### src/rtl/pswseq_defines.vh
/*
 * Constants for the power switch and wake sequencer.
 * Assumes a single 50 MHz standby clock; included by bare name.
 */
`ifndef PSWSEQ_DEFINES_VH
`define PSWSEQ_DEFINES_VH

`define PSWSEQ_CLK_HZ        50000000
`define PSWSEQ_TICK_HZ       1000
`define PSWSEQ_TICK_DIV      (`PSWSEQ_CLK_HZ / `PSWSEQ_TICK_HZ)
`define PSWSEQ_SHORT_S       4
`define PSWSEQ_LONG_S        6
`define PSWSEQ_SHORT_TICKS   (`PSWSEQ_SHORT_S * `PSWSEQ_TICK_HZ)
`define PSWSEQ_LONG_TICKS    (`PSWSEQ_LONG_S * `PSWSEQ_TICK_HZ)
`define PSWSEQ_DEB_TICKS     20
`define PSWSEQ_HOLD_W        13
`define PSWSEQ_DIV_W         16
`define PSWSEQ_DEB_W         5

// Sleep kind selects
`define PSWSEQ_SLP_S3        2'h0
`define PSWSEQ_SLP_S4        2'h1
`define PSWSEQ_SLP_S5        2'h2

// One-hot system states
`define PSWSEQ_ST_S5         4'h1
`define PSWSEQ_ST_S0         4'h2
`define PSWSEQ_ST_S3         4'h4
`define PSWSEQ_ST_S4         4'h8

`endif

### src/rtl/pswseq_top.v
/*
 * Power switch and wake sequencer: times switch holds, moves the system
 * between working, S3, S4 and S5, gates wake sources per state and drives
 * the supply, device-power and boot controls.
 * Assumes all inputs synchronous to CLK_I and a free-running standby clock.
 */
`timescale 1ns/1ps
`include "pswseq_defines.vh"
module pswseq_top (
    // Clock, reset, enable
    input  wire       CLK_I,
    input  wire       RST_N_I,
    input  wire       CE_I,
    // Switches
    input  wire       PWR_SW_I,
    input  wire       CHASSIS_CLOSED_I,
    input  wire       INTRUSION_CLR_I,
    // Software configuration
    input  wire       SW_SLEEP_EN_I,
    input  wire [1:0] SLEEP_KIND_I,
    input  wire       SLEEP_REQ_I,
    input  wire       OFF_REQ_I,
    // Wake sources
    input  wire       WAKE_RTC_I,
    input  wire       WAKE_LAN_I,
    input  wire       WAKE_PCIE_I,
    input  wire       WAKE_PS2_I,
    input  wire       WAKE_USB_I,
    input  wire       WAKE_SERIAL_I,
    // Supply and device controls
    output reg        MAIN_PWR_EN_O,
    output reg        DEV_D3_O,
    output reg        MEM_SELF_REFRESH_O,
    output reg        USB_PWR_EN_O,
    output reg        COLD_BOOT_O,
    output reg        RESUME_DISK_O,
    output reg  [3:0] STATE_O,
    output reg        INTRUSION_O
);
    localparam [3:0] ST_S5 = `PSWSEQ_ST_S5;
    localparam [3:0] ST_S0 = `PSWSEQ_ST_S0;
    localparam [3:0] ST_S3 = `PSWSEQ_ST_S3;
    localparam [3:0] ST_S4 = `PSWSEQ_ST_S4;

    reg  [`PSWSEQ_DIV_W-1:0]  div_r;
    reg                       tick_r;
    wire                      sw_clean;
    reg                       sw_prev_r;
    reg  [`PSWSEQ_HOLD_W-1:0] hold_r;
    reg                       long_done_r;
    reg  [3:0]                state_r;
    reg  [3:0]                state_nxt;
    reg                       cold_nxt;
    reg                       disk_nxt;
    wire                      released;
    wire                      short_rel;
    wire                      long_hit;
    wire                      wake_any;
    wire                      wake_s3;

    // Slow tick keeps the hold counter narrow
    always @(posedge CLK_I or negedge RST_N_I) begin
        if (!RST_N_I) begin
            div_r  <= {`PSWSEQ_DIV_W{1'b0}};
            tick_r <= 1'b0;
        end else if (CE_I) begin
            if (div_r == `PSWSEQ_TICK_DIV - 1) begin
                div_r  <= {`PSWSEQ_DIV_W{1'b0}};
                tick_r <= 1'b1;
            end else begin
                div_r  <= div_r + 1'b1;
                tick_r <= 1'b0;
            end
        end
    end

    pswseq_debounce u_deb (
        .clk_i   (CLK_I),
        .rst_n_i (RST_N_I),
        .ce_i    (CE_I),
        .tick_i  (tick_r),
        .raw_i   (PWR_SW_I),
        .clean_o (sw_clean)
    );

    assign released  = sw_prev_r & ~sw_clean;
    // Short: released before four seconds of hold
    assign short_rel = released & ~long_done_r &
                       (hold_r < `PSWSEQ_SHORT_TICKS);
    assign long_hit  = sw_clean & ~long_done_r & tick_r &
                       (hold_r == `PSWSEQ_LONG_TICKS - 1);

    // Hold counter saturates once the long action fired
    always @(posedge CLK_I or negedge RST_N_I) begin
        if (!RST_N_I) begin
            sw_prev_r   <= 1'b0;
            hold_r      <= {`PSWSEQ_HOLD_W{1'b0}};
            long_done_r <= 1'b0;
        end else if (CE_I) begin
            sw_prev_r <= sw_clean;
            if (!sw_clean) begin
                hold_r      <= {`PSWSEQ_HOLD_W{1'b0}};
                long_done_r <= 1'b0;
            end else if (long_hit) begin
                long_done_r <= 1'b1;
            end else if (tick_r && !long_done_r) begin
                hold_r <= hold_r + 1'b1;
            end
        end
    end

    assign wake_any = WAKE_RTC_I | WAKE_LAN_I | WAKE_PCIE_I |
                      WAKE_PS2_I | short_rel;
    assign wake_s3  = wake_any | WAKE_USB_I | WAKE_SERIAL_I;

    always @* begin
        state_nxt = state_r;
        cold_nxt  = 1'b0;
        disk_nxt  = 1'b0;
        case (state_r)
            ST_S5: begin
                if (wake_any) begin
                    state_nxt = ST_S0;
                    cold_nxt  = 1'b1;
                end
            end
            ST_S0: begin
                if (long_hit || OFF_REQ_I) begin
                    state_nxt = ST_S5;
                end else if ((short_rel && SW_SLEEP_EN_I) ||
                             SLEEP_REQ_I) begin
                    // Releases between four and six seconds fall through
                    case (SLEEP_KIND_I)
                        `PSWSEQ_SLP_S4: state_nxt = ST_S4;
                        `PSWSEQ_SLP_S5: state_nxt = ST_S5;
                        default:        state_nxt = ST_S3;
                    endcase
                end
            end
            ST_S3: begin
                if (long_hit) begin
                    state_nxt = ST_S5;
                end else if (wake_s3) begin
                    state_nxt = ST_S0;
                end
            end
            ST_S4: begin
                if (long_hit) begin
                    state_nxt = ST_S5;
                end else if (wake_any) begin
                    state_nxt = ST_S0;
                    disk_nxt  = 1'b1;
                end
            end
            default: begin
                state_nxt = ST_S5;
            end
        endcase
    end

    always @(posedge CLK_I or negedge RST_N_I) begin
        if (!RST_N_I) begin
            state_r            <= ST_S5;
            STATE_O            <= ST_S5;
            MAIN_PWR_EN_O      <= 1'b0;
            DEV_D3_O           <= 1'b1;
            MEM_SELF_REFRESH_O <= 1'b0;
            USB_PWR_EN_O       <= 1'b0;
            COLD_BOOT_O        <= 1'b0;
            RESUME_DISK_O      <= 1'b0;
        end else if (CE_I) begin
            state_r            <= state_nxt;
            STATE_O            <= state_nxt;
            MAIN_PWR_EN_O      <= (state_nxt == ST_S0);
            DEV_D3_O           <= (state_nxt != ST_S0);
            MEM_SELF_REFRESH_O <= (state_nxt == ST_S3);
            // USB stays powered in S3 only so it can wake the system
            USB_PWR_EN_O       <= (state_nxt == ST_S0) ||
                                  (state_nxt == ST_S3);
            COLD_BOOT_O        <= cold_nxt;
            RESUME_DISK_O      <= disk_nxt;
        end
    end

    // Sticky flag; a closed contact wins over a clear
    always @(posedge CLK_I or negedge RST_N_I) begin
        if (!RST_N_I) begin
            INTRUSION_O <= 1'b0;
        end else if (CE_I) begin
            if (CHASSIS_CLOSED_I) begin
                INTRUSION_O <= 1'b1;
            end else if (INTRUSION_CLR_I) begin
                INTRUSION_O <= 1'b0;
            end
        end
    end
endmodule

### src/rtl/pswseq_debounce.v
/*
 * Debouncer for the power switch on the slow tick.
 * Assumes the input is synchronous to CLK and the tick is one cycle long.
 */
`timescale 1ns/1ps
`include "pswseq_defines.vh"
module pswseq_debounce (
    input  wire clk_i,
    input  wire rst_n_i,
    input  wire ce_i,
    input  wire tick_i,
    input  wire raw_i,
    output reg  clean_o
);
    reg [`PSWSEQ_DEB_W-1:0] cnt_r;

    // Output follows only after the raw level held for the full count
    always @(posedge clk_i or negedge rst_n_i) begin
        if (!rst_n_i) begin
            cnt_r   <= {`PSWSEQ_DEB_W{1'b0}};
            clean_o <= 1'b0;
        end else if (ce_i) begin
            if (raw_i == clean_o) begin
                cnt_r <= {`PSWSEQ_DEB_W{1'b0}};
            end else if (tick_i) begin
                if (cnt_r == `PSWSEQ_DEB_TICKS - 1) begin
                    cnt_r   <= {`PSWSEQ_DEB_W{1'b0}};
                    clean_o <= raw_i;
                end else begin
                    cnt_r <= cnt_r + 1'b1;
                end
            end
        end
    end
endmodule

### config.mk
export PLATFORM = sky130hd
export DESIGN_NAME = pswseq_top
export DESIGN_NICKNAME = d
export VERILOG_FILES = /design/src/rtl/pswseq_top.v /design/src/rtl/pswseq_debounce.v
export VERILOG_INCLUDE_DIRS = /design/src /design/src/rtl
export SDC_FILE = /design/constraint.sdc
export NUM_CORES = 1
export LEC_CHECK = 0
export CAP_MARGIN = 40
export CORE_MARGIN = 4
export CORE_UTILIZATION = 49
export DETAILED_ROUTE_END_ITERATION = 16
export DONT_BUFFER_PORTS = 1
export GPL_ROUTABILITY_DRIVEN = 0
export HOLD_SLACK_MARGIN = 0.15
export PLACE_DENSITY = 0.61
export SYNTH_ARGS = -nofsm -noshare
export SYNTH_HDL_FRONTEND = slang
export SYNTH_SLANG_ARGS = --single-unit
### constraint.sdc
create_clock -name CLK_I -period 2.5 [get_ports CLK_I]
set_clock_uncertainty 0.15 [all_clocks]
set_input_delay 0.375 -clock CLK_I [delete_from_list [all_inputs] [get_ports CLK_I]]
set_output_delay 0.375 -clock CLK_I [all_outputs]
set_load 0.01 [all_outputs]
Yosys cells after proc, flatten, opt, wreduce, memory -nomap -nowiden:

Cells that the tools add are included.

* add/subtract/negate cells: 3
* $mul: 0
* div/mod/pow operators: 0
* $lt $le $gt $ge: 1
* equal/unequal tests: 16
* shifts and indexed selects: 0
* mux-type cells: 24
* bitwise logic cells: 15
* reduce and logical (&&, ||, !) cells: 13

Operators by type and width (count)
* 13-bit two-way mux: 3
* 4-bit two-way mux: 6
* 16-bit by 1-bit adder with 16-bit output (second input constant): 1
* 16-bit == test (second input constant): 1
* 16-bit two-way mux: 1
* 4-bit one-hot mux with 4 select lines: 1
* 5-bit two-way mux: 3
* 13-bit by 1-bit adder with 13-bit output (second input constant): 1
* 13-bit == test (second input constant): 1
* 13-bit by 12-bit < comparator with 1-bit output (second input constant): 1
* 1-bit two-way mux: 9
* 4-bit by 2-bit == test with 1-bit output (second input constant): 2
* 4-bit by 3-bit == test with 1-bit output (second input constant): 2
* 4-bit one-hot mux with 2 select lines: 1
* 1-bit AND: 6
* 2-bit inequality test (second input constant): 3
* 1-bit OR: 6
* 2-bit AND reduction: 3
* 5-bit by 1-bit adder with 5-bit output (second input constant): 1
* 5-bit == test (second input constant): 1
* 4-bit by 1-bit == test with 1-bit output (second input constant): 1
* 4-bit == test (second input constant): 1
* 4-bit by 2-bit inequality test with 1-bit output (second input constant): 1
* 4-bit AND reduction: 1
* 9 further kinds: 15

* flip-flop bits (word level): 49
* bits in latches: 0
* bits in writable memories: 0
* ROM bits: 0
* input port bits: 17
* output and inout port bits: 11
* logic and storage cells: 87
* memories kept: 0

Logic depth before layout (Yosys ltp):

Gate-level depths: netlist (run 1).

* depth in word-level cells: 12
* depth in mapped cells: 7
* depth with buffers taken out: 7

Hierarchy:

From an unflattened synthesis (run 1), not the netlist that was laid out.

* cell total of the unflattened synthesis: 266
* area, all modules: 2578.7 sq um

By module, submodules not included
* pswseq_top: instances 1, cells an instance 232, area each 2254.7 sq um, seq. area each 1078.5 sq um
* pswseq_debounce: instances 1, cells an instance 34, area each 324.1 sq um, seq. area each 150.1 sq um

Least setup slack after synthesis (run 1):

OpenSTA, ideal clock, no wires.

* path kind: reg2reg
* start: reg hold_r[0]
* end: reg hold_r[10]
* setup time: 0.077 ns
* arrival: 1.838 ns
* data required time: 2.273 ns
* path slack: 0.434 ns
* cell stages (with the launch flop): 8
* buffers on the path: 0
* period minus slack after synthesis: 2.066 ns
* cells stage by stage: dfrtp_1 -> ha_1 -> and4bb_2 -> and4_4 -> nor2_4 -> nand4_2 -> or3_1 -> a21oi_1

* word-level cells in the longest chain between the ends: 4
* elaborated cells on any way between the ends: 8
* those cells by class: add/sub: 1; eq/ne: 2; mux: 3; bitwise: 1; reduce/logical: 1

RTL lines
* start: declaration: RTL line pswseq_top.v:49 `` reg [`PSWSEQ_HOLD_W-1:0] hold_r; ``
* start signal: assignment: RTL line pswseq_top.v:97 `` hold_r <= {`PSWSEQ_HOLD_W{1'b0}}; ``
* start signal: assignment: RTL line pswseq_top.v:102 `` hold_r <= {`PSWSEQ_HOLD_W{1'b0}}; ``
* start signal: assignment: RTL line pswseq_top.v:107 `hold_r <= hold_r + 1'b1;`
* 13-bit by 1-bit adder with 13-bit output or 13-bit == test (tied branches): RTL line pswseq_top.v:107, pswseq_top.v:91
* 13-bit two-way mux or 1-bit AND (tied branches): RTL line pswseq_top.v:106, pswseq_top.v:90
* 13-bit two-way mux or 2-bit inequality test (tied branches)
* 13-bit two-way mux or 3-bit AND reduction (tied branches)

Several ways; a longest one is shown, not always the timed one. The select of a mux whose other input is x is not followed.
A chain may end at the register's enable or synchronous reset.

Final worst setup path (run 1):

* start: reg hold_r[0]
* end: reg MAIN_PWR_EN_O

* word-level cells in the longest chain between the ends: 9
* elaborated cells on any way between the ends: 18
* those cells by class: order compare: 1; eq/ne: 2; mux: 7; bitwise: 5; reduce/logical: 3

RTL lines
* 13-bit by 12-bit < comparator with 1-bit output (no line)
* 1-bit AND: RTL line pswseq_top.v:88 `assign short_rel = released & ~long_done_r &`
* 1-bit OR: RTL line pswseq_top.v:113 `WAKE_PS2_I | short_rel;`
* 1-bit OR (2 in series): RTL line pswseq_top.v:114 `assign wake_s3 = wake_any | WAKE_USB_I | WAKE_SERIAL_I;`
* 4-bit two-way mux: RTL line pswseq_top.v:143 `end else if (wake_s3) begin`
* 4-bit two-way mux: RTL line pswseq_top.v:141 `if (long_hit) begin`
* 4-bit one-hot mux with 4 select lines *: RTL line pswseq_top.v:120 `case (state_r)`
* 4-bit by 2-bit == test with 1-bit output *: RTL line pswseq_top.v:174 `MAIN_PWR_EN_O <= (state_nxt == ST_S0);`
* end signal: assignment: RTL line pswseq_top.v:174
* end: declaration: RTL line pswseq_top.v:31 `output reg MAIN_PWR_EN_O,`

Mark *: on every way between the ends. The rest lies on a longest branch, timed or not.

==> flow_summary.ini, run 1 <==
[setup_path]
cp_data_arrival_time_ps = 2270
crit_fanout = 5
setup.worst_path.class = reg2reg
start_kind = flop
endpoint_kind = flop
crit_required_ps = 2510

[clock_tree]
cts_buffer_depth = 2
cts_buffers = 5
ctsResizeCount = 0
clk_latency_ps = 300
path_clk_slew_ps = 90
cts_max_level = 2
clock-sinks = 49
cts_tree = done
hold_buffers = 7
postCtsSetupRepairBufs = 0
cts-root-buf = clkbuf_8

[cells_and_area]
nNetsFinal = 301
n_antenna_cell = 0
utilization_pct = 56.5
n_fill_cell = 465
drive_above_1_share_pct = 9.64
design_area_mm2 = 0.00292
syn2layout_area_growth_pct = 9.72
final-instance-count-excl-fill = 350

[sta]
drv_slew = 0
setup_viol = 0
period_share_pct = 90.6
fmax_mhz = 442
rsz0062_at_grt = no
whs_ps = 165
period_needed_ps = 2260
fin_setup_tns_ps = 0
slew_headroom_pct = 46.0
hold_viol = 0
worst_slew_pin_slew_ps = 807

[logic_synthesis]
seq_area_frac_synth_pct = 46.1
synth_cell_types = 58
synth_edf_count = 0
synthMostInstantiatedCell = dfrtp_1
synth_commonest_cells = dfrtp_1 (47), nor2_1 (35), nand2_1 (21), xor2_1 (16), o21ai_0 (14)
synthArstFlopShare_pct = 100
synth_nets = 295
yosysTopAreaCellShare_pct = 44.2
yosys.area.top_type = dfrtp_1
synth-main-ff-cell = dfrtp_1
avgSynthCellArea_um2 = 9.76
synthCells = 273
yosys_warnings = 0
netlist_top_cells_area = dfrtp_1 (44%), xor2_1 (5.3%), nor2_1 (4.9%), xnor2_1 (3.6%), nand2_1 (3.0%)
syn_area_mm2 = 0.00266
ys_seq_elements = 49

[die]
start_util_pct = 51.5
dieArea_mm2 = 0.00668
chipWidth_um = 81.7
rows = 26
io_pins = 28
die_h_um = 81.7
core_mm2 = 0.00517

[grt]
grt_pass1_vias = 2072
grt_pass1_wl_mm = 9.52
antenna_found_initial = 0
grt_max_degree = 50
track_usage_pct = 18.3
globalRouteOverflowTotal = 0

[route]
drc = 0
drt-initial-drc-count = 36
via_per_inst = 5.64
drt-pass1-iter-count = 4
vias = 1973
wl_per_cell_um = 15.2
ant_nets = 0
routed_wl_mm = 5.34

[placement]
post-dp-hpwl_mm = 3.72
dp_cells = 335
io_buffers = 0
place_area_mm2 = 0.00272

[power]
leakagePower_nw = 1.25
p_per_area_mw_per_mm2 = 633
ir_worst_vdd_v = 0.000369

[run_status]
status = finished, final reports clean

[flow_run]
maxCapViolations = 0

[hold_path]
min_path_type = in2reg
[state kept, by name (all words and copies together) (netlist names), 4 cells and up]
signal,flops
u_deb.cnt_r,5
hold_r,13
div_r,16
state_r,4
[layer usage]
layer / track usage [%] / part of all wire (%) / vias to the layer above
li1: - / - / 986
met1: 23.9 / 49 / 942
met2: 29.6 / 45 / 34
met3: 4.28 / 4.3 / 11
met4: 6.81 / 1.9 / 0
met5: 0 / 0 / -
[placed cells by master, fill, tap and decap left out, drive strengths merged, types with 5 or more instances in the layout]
cell type,synthesis,layout
dfrtp,47,47
nor2,36,36
nand2,21,21
xor2,16,16
o21ai,15,15
inv,12,12
nand3,12,12
xnor2,11,11
nand4,11,11
a21oi,8,8
clkbuf,7,7
dlygate4sd3,0,6
and3,5,5
o2bb2ai,5,5
o31ai,5,5
ha,5,5
[power by group]
part	internal [mW]	leakage [nW]	switching [mW]	total, mW
logic	0.121	0.545	0.148	0.269
registers	0.879	0.649	0.117	0.996
clock network	0.326	0.0585	0.258	0.585
total	1.33	1.25	0.523	1.85
[final timing paths]
check,slack [ps],from,cells past startpoint,to
max,240,hold_r[0],7,MAIN_PWR_EN_O
min,170,PWR_SW_I,2,u_deb.cnt_r[4]
max reg2reg,240,hold_r[0],7,MAIN_PWR_EN_O
min reg2reg,350,div_r[3],1,div_r[3]
max in group asynchronous,1490,RST_N_I,2,state_r[0]
min in group asynchronous,430,RST_N_I,2,div_r[10]
[area by class of cell]
type | count | area (um^2) | share of cell area (%)
Multi-Input combinational cell | 202 | 1340 | 45.9
Sequential cell | 49 | 1230 | 42.0
Timing Repair Buffer | 9 | 103 | 3.51
Tap cell | 70 | 87.6 | 3.00
Clock buffer | 7 | 86.3 | 2.95
Inverter | 12 | 45.0 | 1.54
Clock inverter | 1 | 30.0 | 1.03
[stage by stage]
stage | total power, mW | worst slack (ps)
floorplan | 1.19 | 434
global placement | 1.25 | 264
detailed placement | 1.25 | 233
CTS | 1.88 | 221
global route | 1.96 | 5.34
finish | 1.85 | 235
[kinds of logic after synthesis]
group | share of synthesized area [%]
compound gates | 11.6
xor+xnor | 8.88
fa+ha+maj | 2.35
buf+inv | 3.48
flops | 46.1
mux | 2.07
simple gates | 25.5
[worst max-delay path: stages (launching register included)]
cell	delay (ps)
dfrtp_1	410
ha_1	280
and4bb_2	280
and4_4	280
nor3_1	90
o2bb2ai_1	150
o31ai_1	330
o21ai_0	140
(Power assumes the default switching activity.)
==> run 2: changes to the inputs <==
Settings changed: CORE_ASPECT_RATIO set to 0.6.
==> run 2 against run 1 <==
Worst hold slack better by 8.9 ps. Register-to-register slack got worse by 70 ps. Non-clock buffer count rose by 1. Highest routed layer unchanged. Largest power group unchanged. Critical endpoint is now USB_PWR_EN_O.
==> flow_summary.ini, run 2 (synthesis gave the netlist of run 1 again) <==
[run_status]
status = finished, final reports clean

[placement]
dp_cells = 333
io_buffers = 0
post-dp-hpwl_mm = 4.32

[clock_tree]
cts_buffers = 5
clock-sinks = 49
cts_tree = done
cts_max_level = 2
cts_buffer_depth = 2
cts-root-buf = clkbuf_8
clk_latency_ps = 300
path_clk_slew_ps = 90

[route]
drt-pass1-iter-count = 4
vias = 1980
wl_per_cell_um = 17.0
routed_wl_mm = 5.89
drc = 0
via_per_inst = 5.71
drt-initial-drc-count = 134
ant_nets = 0

[grt]
grt_pass1_vias = 1891
grt_max_degree = 50
track_usage_pct = 19.8
globalRouteOverflowTotal = 0
grt_pass1_wl_mm = 9.99
antenna_found_initial = 0

[power]
p_clk_share_pct = 26.5
power.internal_mw = 1.20
p_seq_share_pct = 57.3
combPwrFrac_pct = 16.2
p_switching_mw = 0.555
swShare_pct = 31.6
leakagePower_nw = 1.24
p_per_area_mw_per_mm2 = 607
ir_worst_vdd_v = 0.000326

[sta]
drv_slew = 0
rsz0062_at_grt = no
hold_viol = 0
period_share_pct = 93.2
worst_slew_pin_slew_ps = 703
fin_setup_tns_ps = 0
period_needed_ps = 2330
setup_viol = 0
slew_headroom_pct = 53.0
fmax_mhz = 429

[cells_and_area]
largest-register = div_r
final_common_cell = dfrtp_1
nNetsFinal = 302
largest_reg_flops = 16
reg.largest.list = div_r: 16 flops, hold_r: 13 flops, u_deb.cnt_r: 5 flops
syn2layout_area_growth_pct = 8.83
final-instance-count-excl-fill = 347
n_antenna_cell = 0
drive_above_1_share_pct = 10.7
layout_common_cells = dfrtp_1 (47), nor2_1 (35), nand2_1 (21)

[hold_path]
min_from = CE_I
min_path_type = in2reg
whs_path_depth = 3
min_to = u_deb.cnt_r[0]

[setup_path]
cp_data_arrival_time_ps = 2370
path_depth = 7
crit_fanout = 5
path_delay_family = simple AND/OR/NAND/NOR gates
slowest_delay_ps = 420
timing.rr.start = hold_r[0]
worst-r2r-cell-count = 7
r2r_setup_slack_ps = 170
crit_chain = ha_1 -> and4bb_2 -> and4_4 -> nor3_1 -> and4b_1 -> nor4b_1 -> o2bb2ai_1
setup.worst_path.class = reg2reg
endpoint_kind = flop
slowest_stage = dfrtp_1
start_kind = flop
crit_required_ps = 2540
r2r-end = USB_PWR_EN_O
crit_buf_inv = 0

[die]
start_util_pct = 51.7
core_mm2 = 0.00515
dieArea_mm2 = 0.00672
rows = 20
chipWidth_um = 103
die_h_um = 65.1
io_pins = 28

[flow_run]
maxCapViolations = 0
==> run 2: cell types whose count changed in the layout (fill, tap and decap cells not counted), sizes merged <==
cell,delta
clkinvlp,+2
dlygate4sd3,-1
buf,+2
clkbuf,-1
bufinv,-1
==> run 2: worst min-delay path, stage by stage <==
cell     delay, ps
o21ai_0         90
nand2_1         60
o21ai_0         60
==> run 2: layout make-up <==
cell class / count / area [um^2]
clock inverter: 2 / 15.0
inverter: 12 / 45.0
clock buffer: 6 / 72.6
tap: 66 / 82.6
multi-input combinational: 202 / 1350
fill: 475 / 2260
sequential: 49 / 1230
timing repair buffer: 10 / 108
==> run 2: power by group through the flow <==
stage	clock [mW]	sequential, mW	combinational [mW]
floorplan	0	0.975	0.218
global placement	0	1.02	0.240
detailed placement	0	1.02	0.248
CTS	0.486	1.01	0.281
global route	0.522	1.02	0.324
finish	0.466	1.01	0.286
==> run 2: metal layers <==
layer  up-vias  track usage (%)  routed length, um  part of all wire, %
met2        54             22.8               2120                   36
met1       935             32.7               3190                   54
met3         2             8.06                549                  9.3
met4         0             4.36                 21                 0.36
met5         -                0                  0                    0
li1        989                -                  -                    -
==> run 2: stage by stage <==
stage                     setup WS, ps  hold WS [ps]  power, mW  area [um^2]  util, %
final                              170           174       1.76         2900     56.2
after floorplan                    434         -70.6       1.19         2660        -
after CTS                          121           164       1.78         2890     56.1
after detailed placement           153         -69.2       1.27         2730     52.9
after global routing              20.5           176       1.87         2900     56.2
after global placement             262         -68.8       1.26         2730     52.9
==> run 2: timing repair <==
action                                  CTS  global route
endpoints found under the setup margin    0             2
buffers inserted                          0             0
resized for setup                         0             1
hold buffers                              6             0
hold endpoints to repair                 65             0
==> run 2: worst max-delay path by stage <==
| stage | from | to | slack, ps |
|---|---|---|---|
| floorplan | hold_r[0] | hold_r[10] | 430 |
| global placement | hold_r[0] | MAIN_PWR_EN_O | 260 |
| detailed placement | hold_r[0] | state_r[1] | 150 |
| CTS | hold_r[0] | state_r[1] | 120 |
| global route | hold_r[0] | state_r[1] | 20 |
| finish | hold_r[0] | USB_PWR_EN_O | 170 |
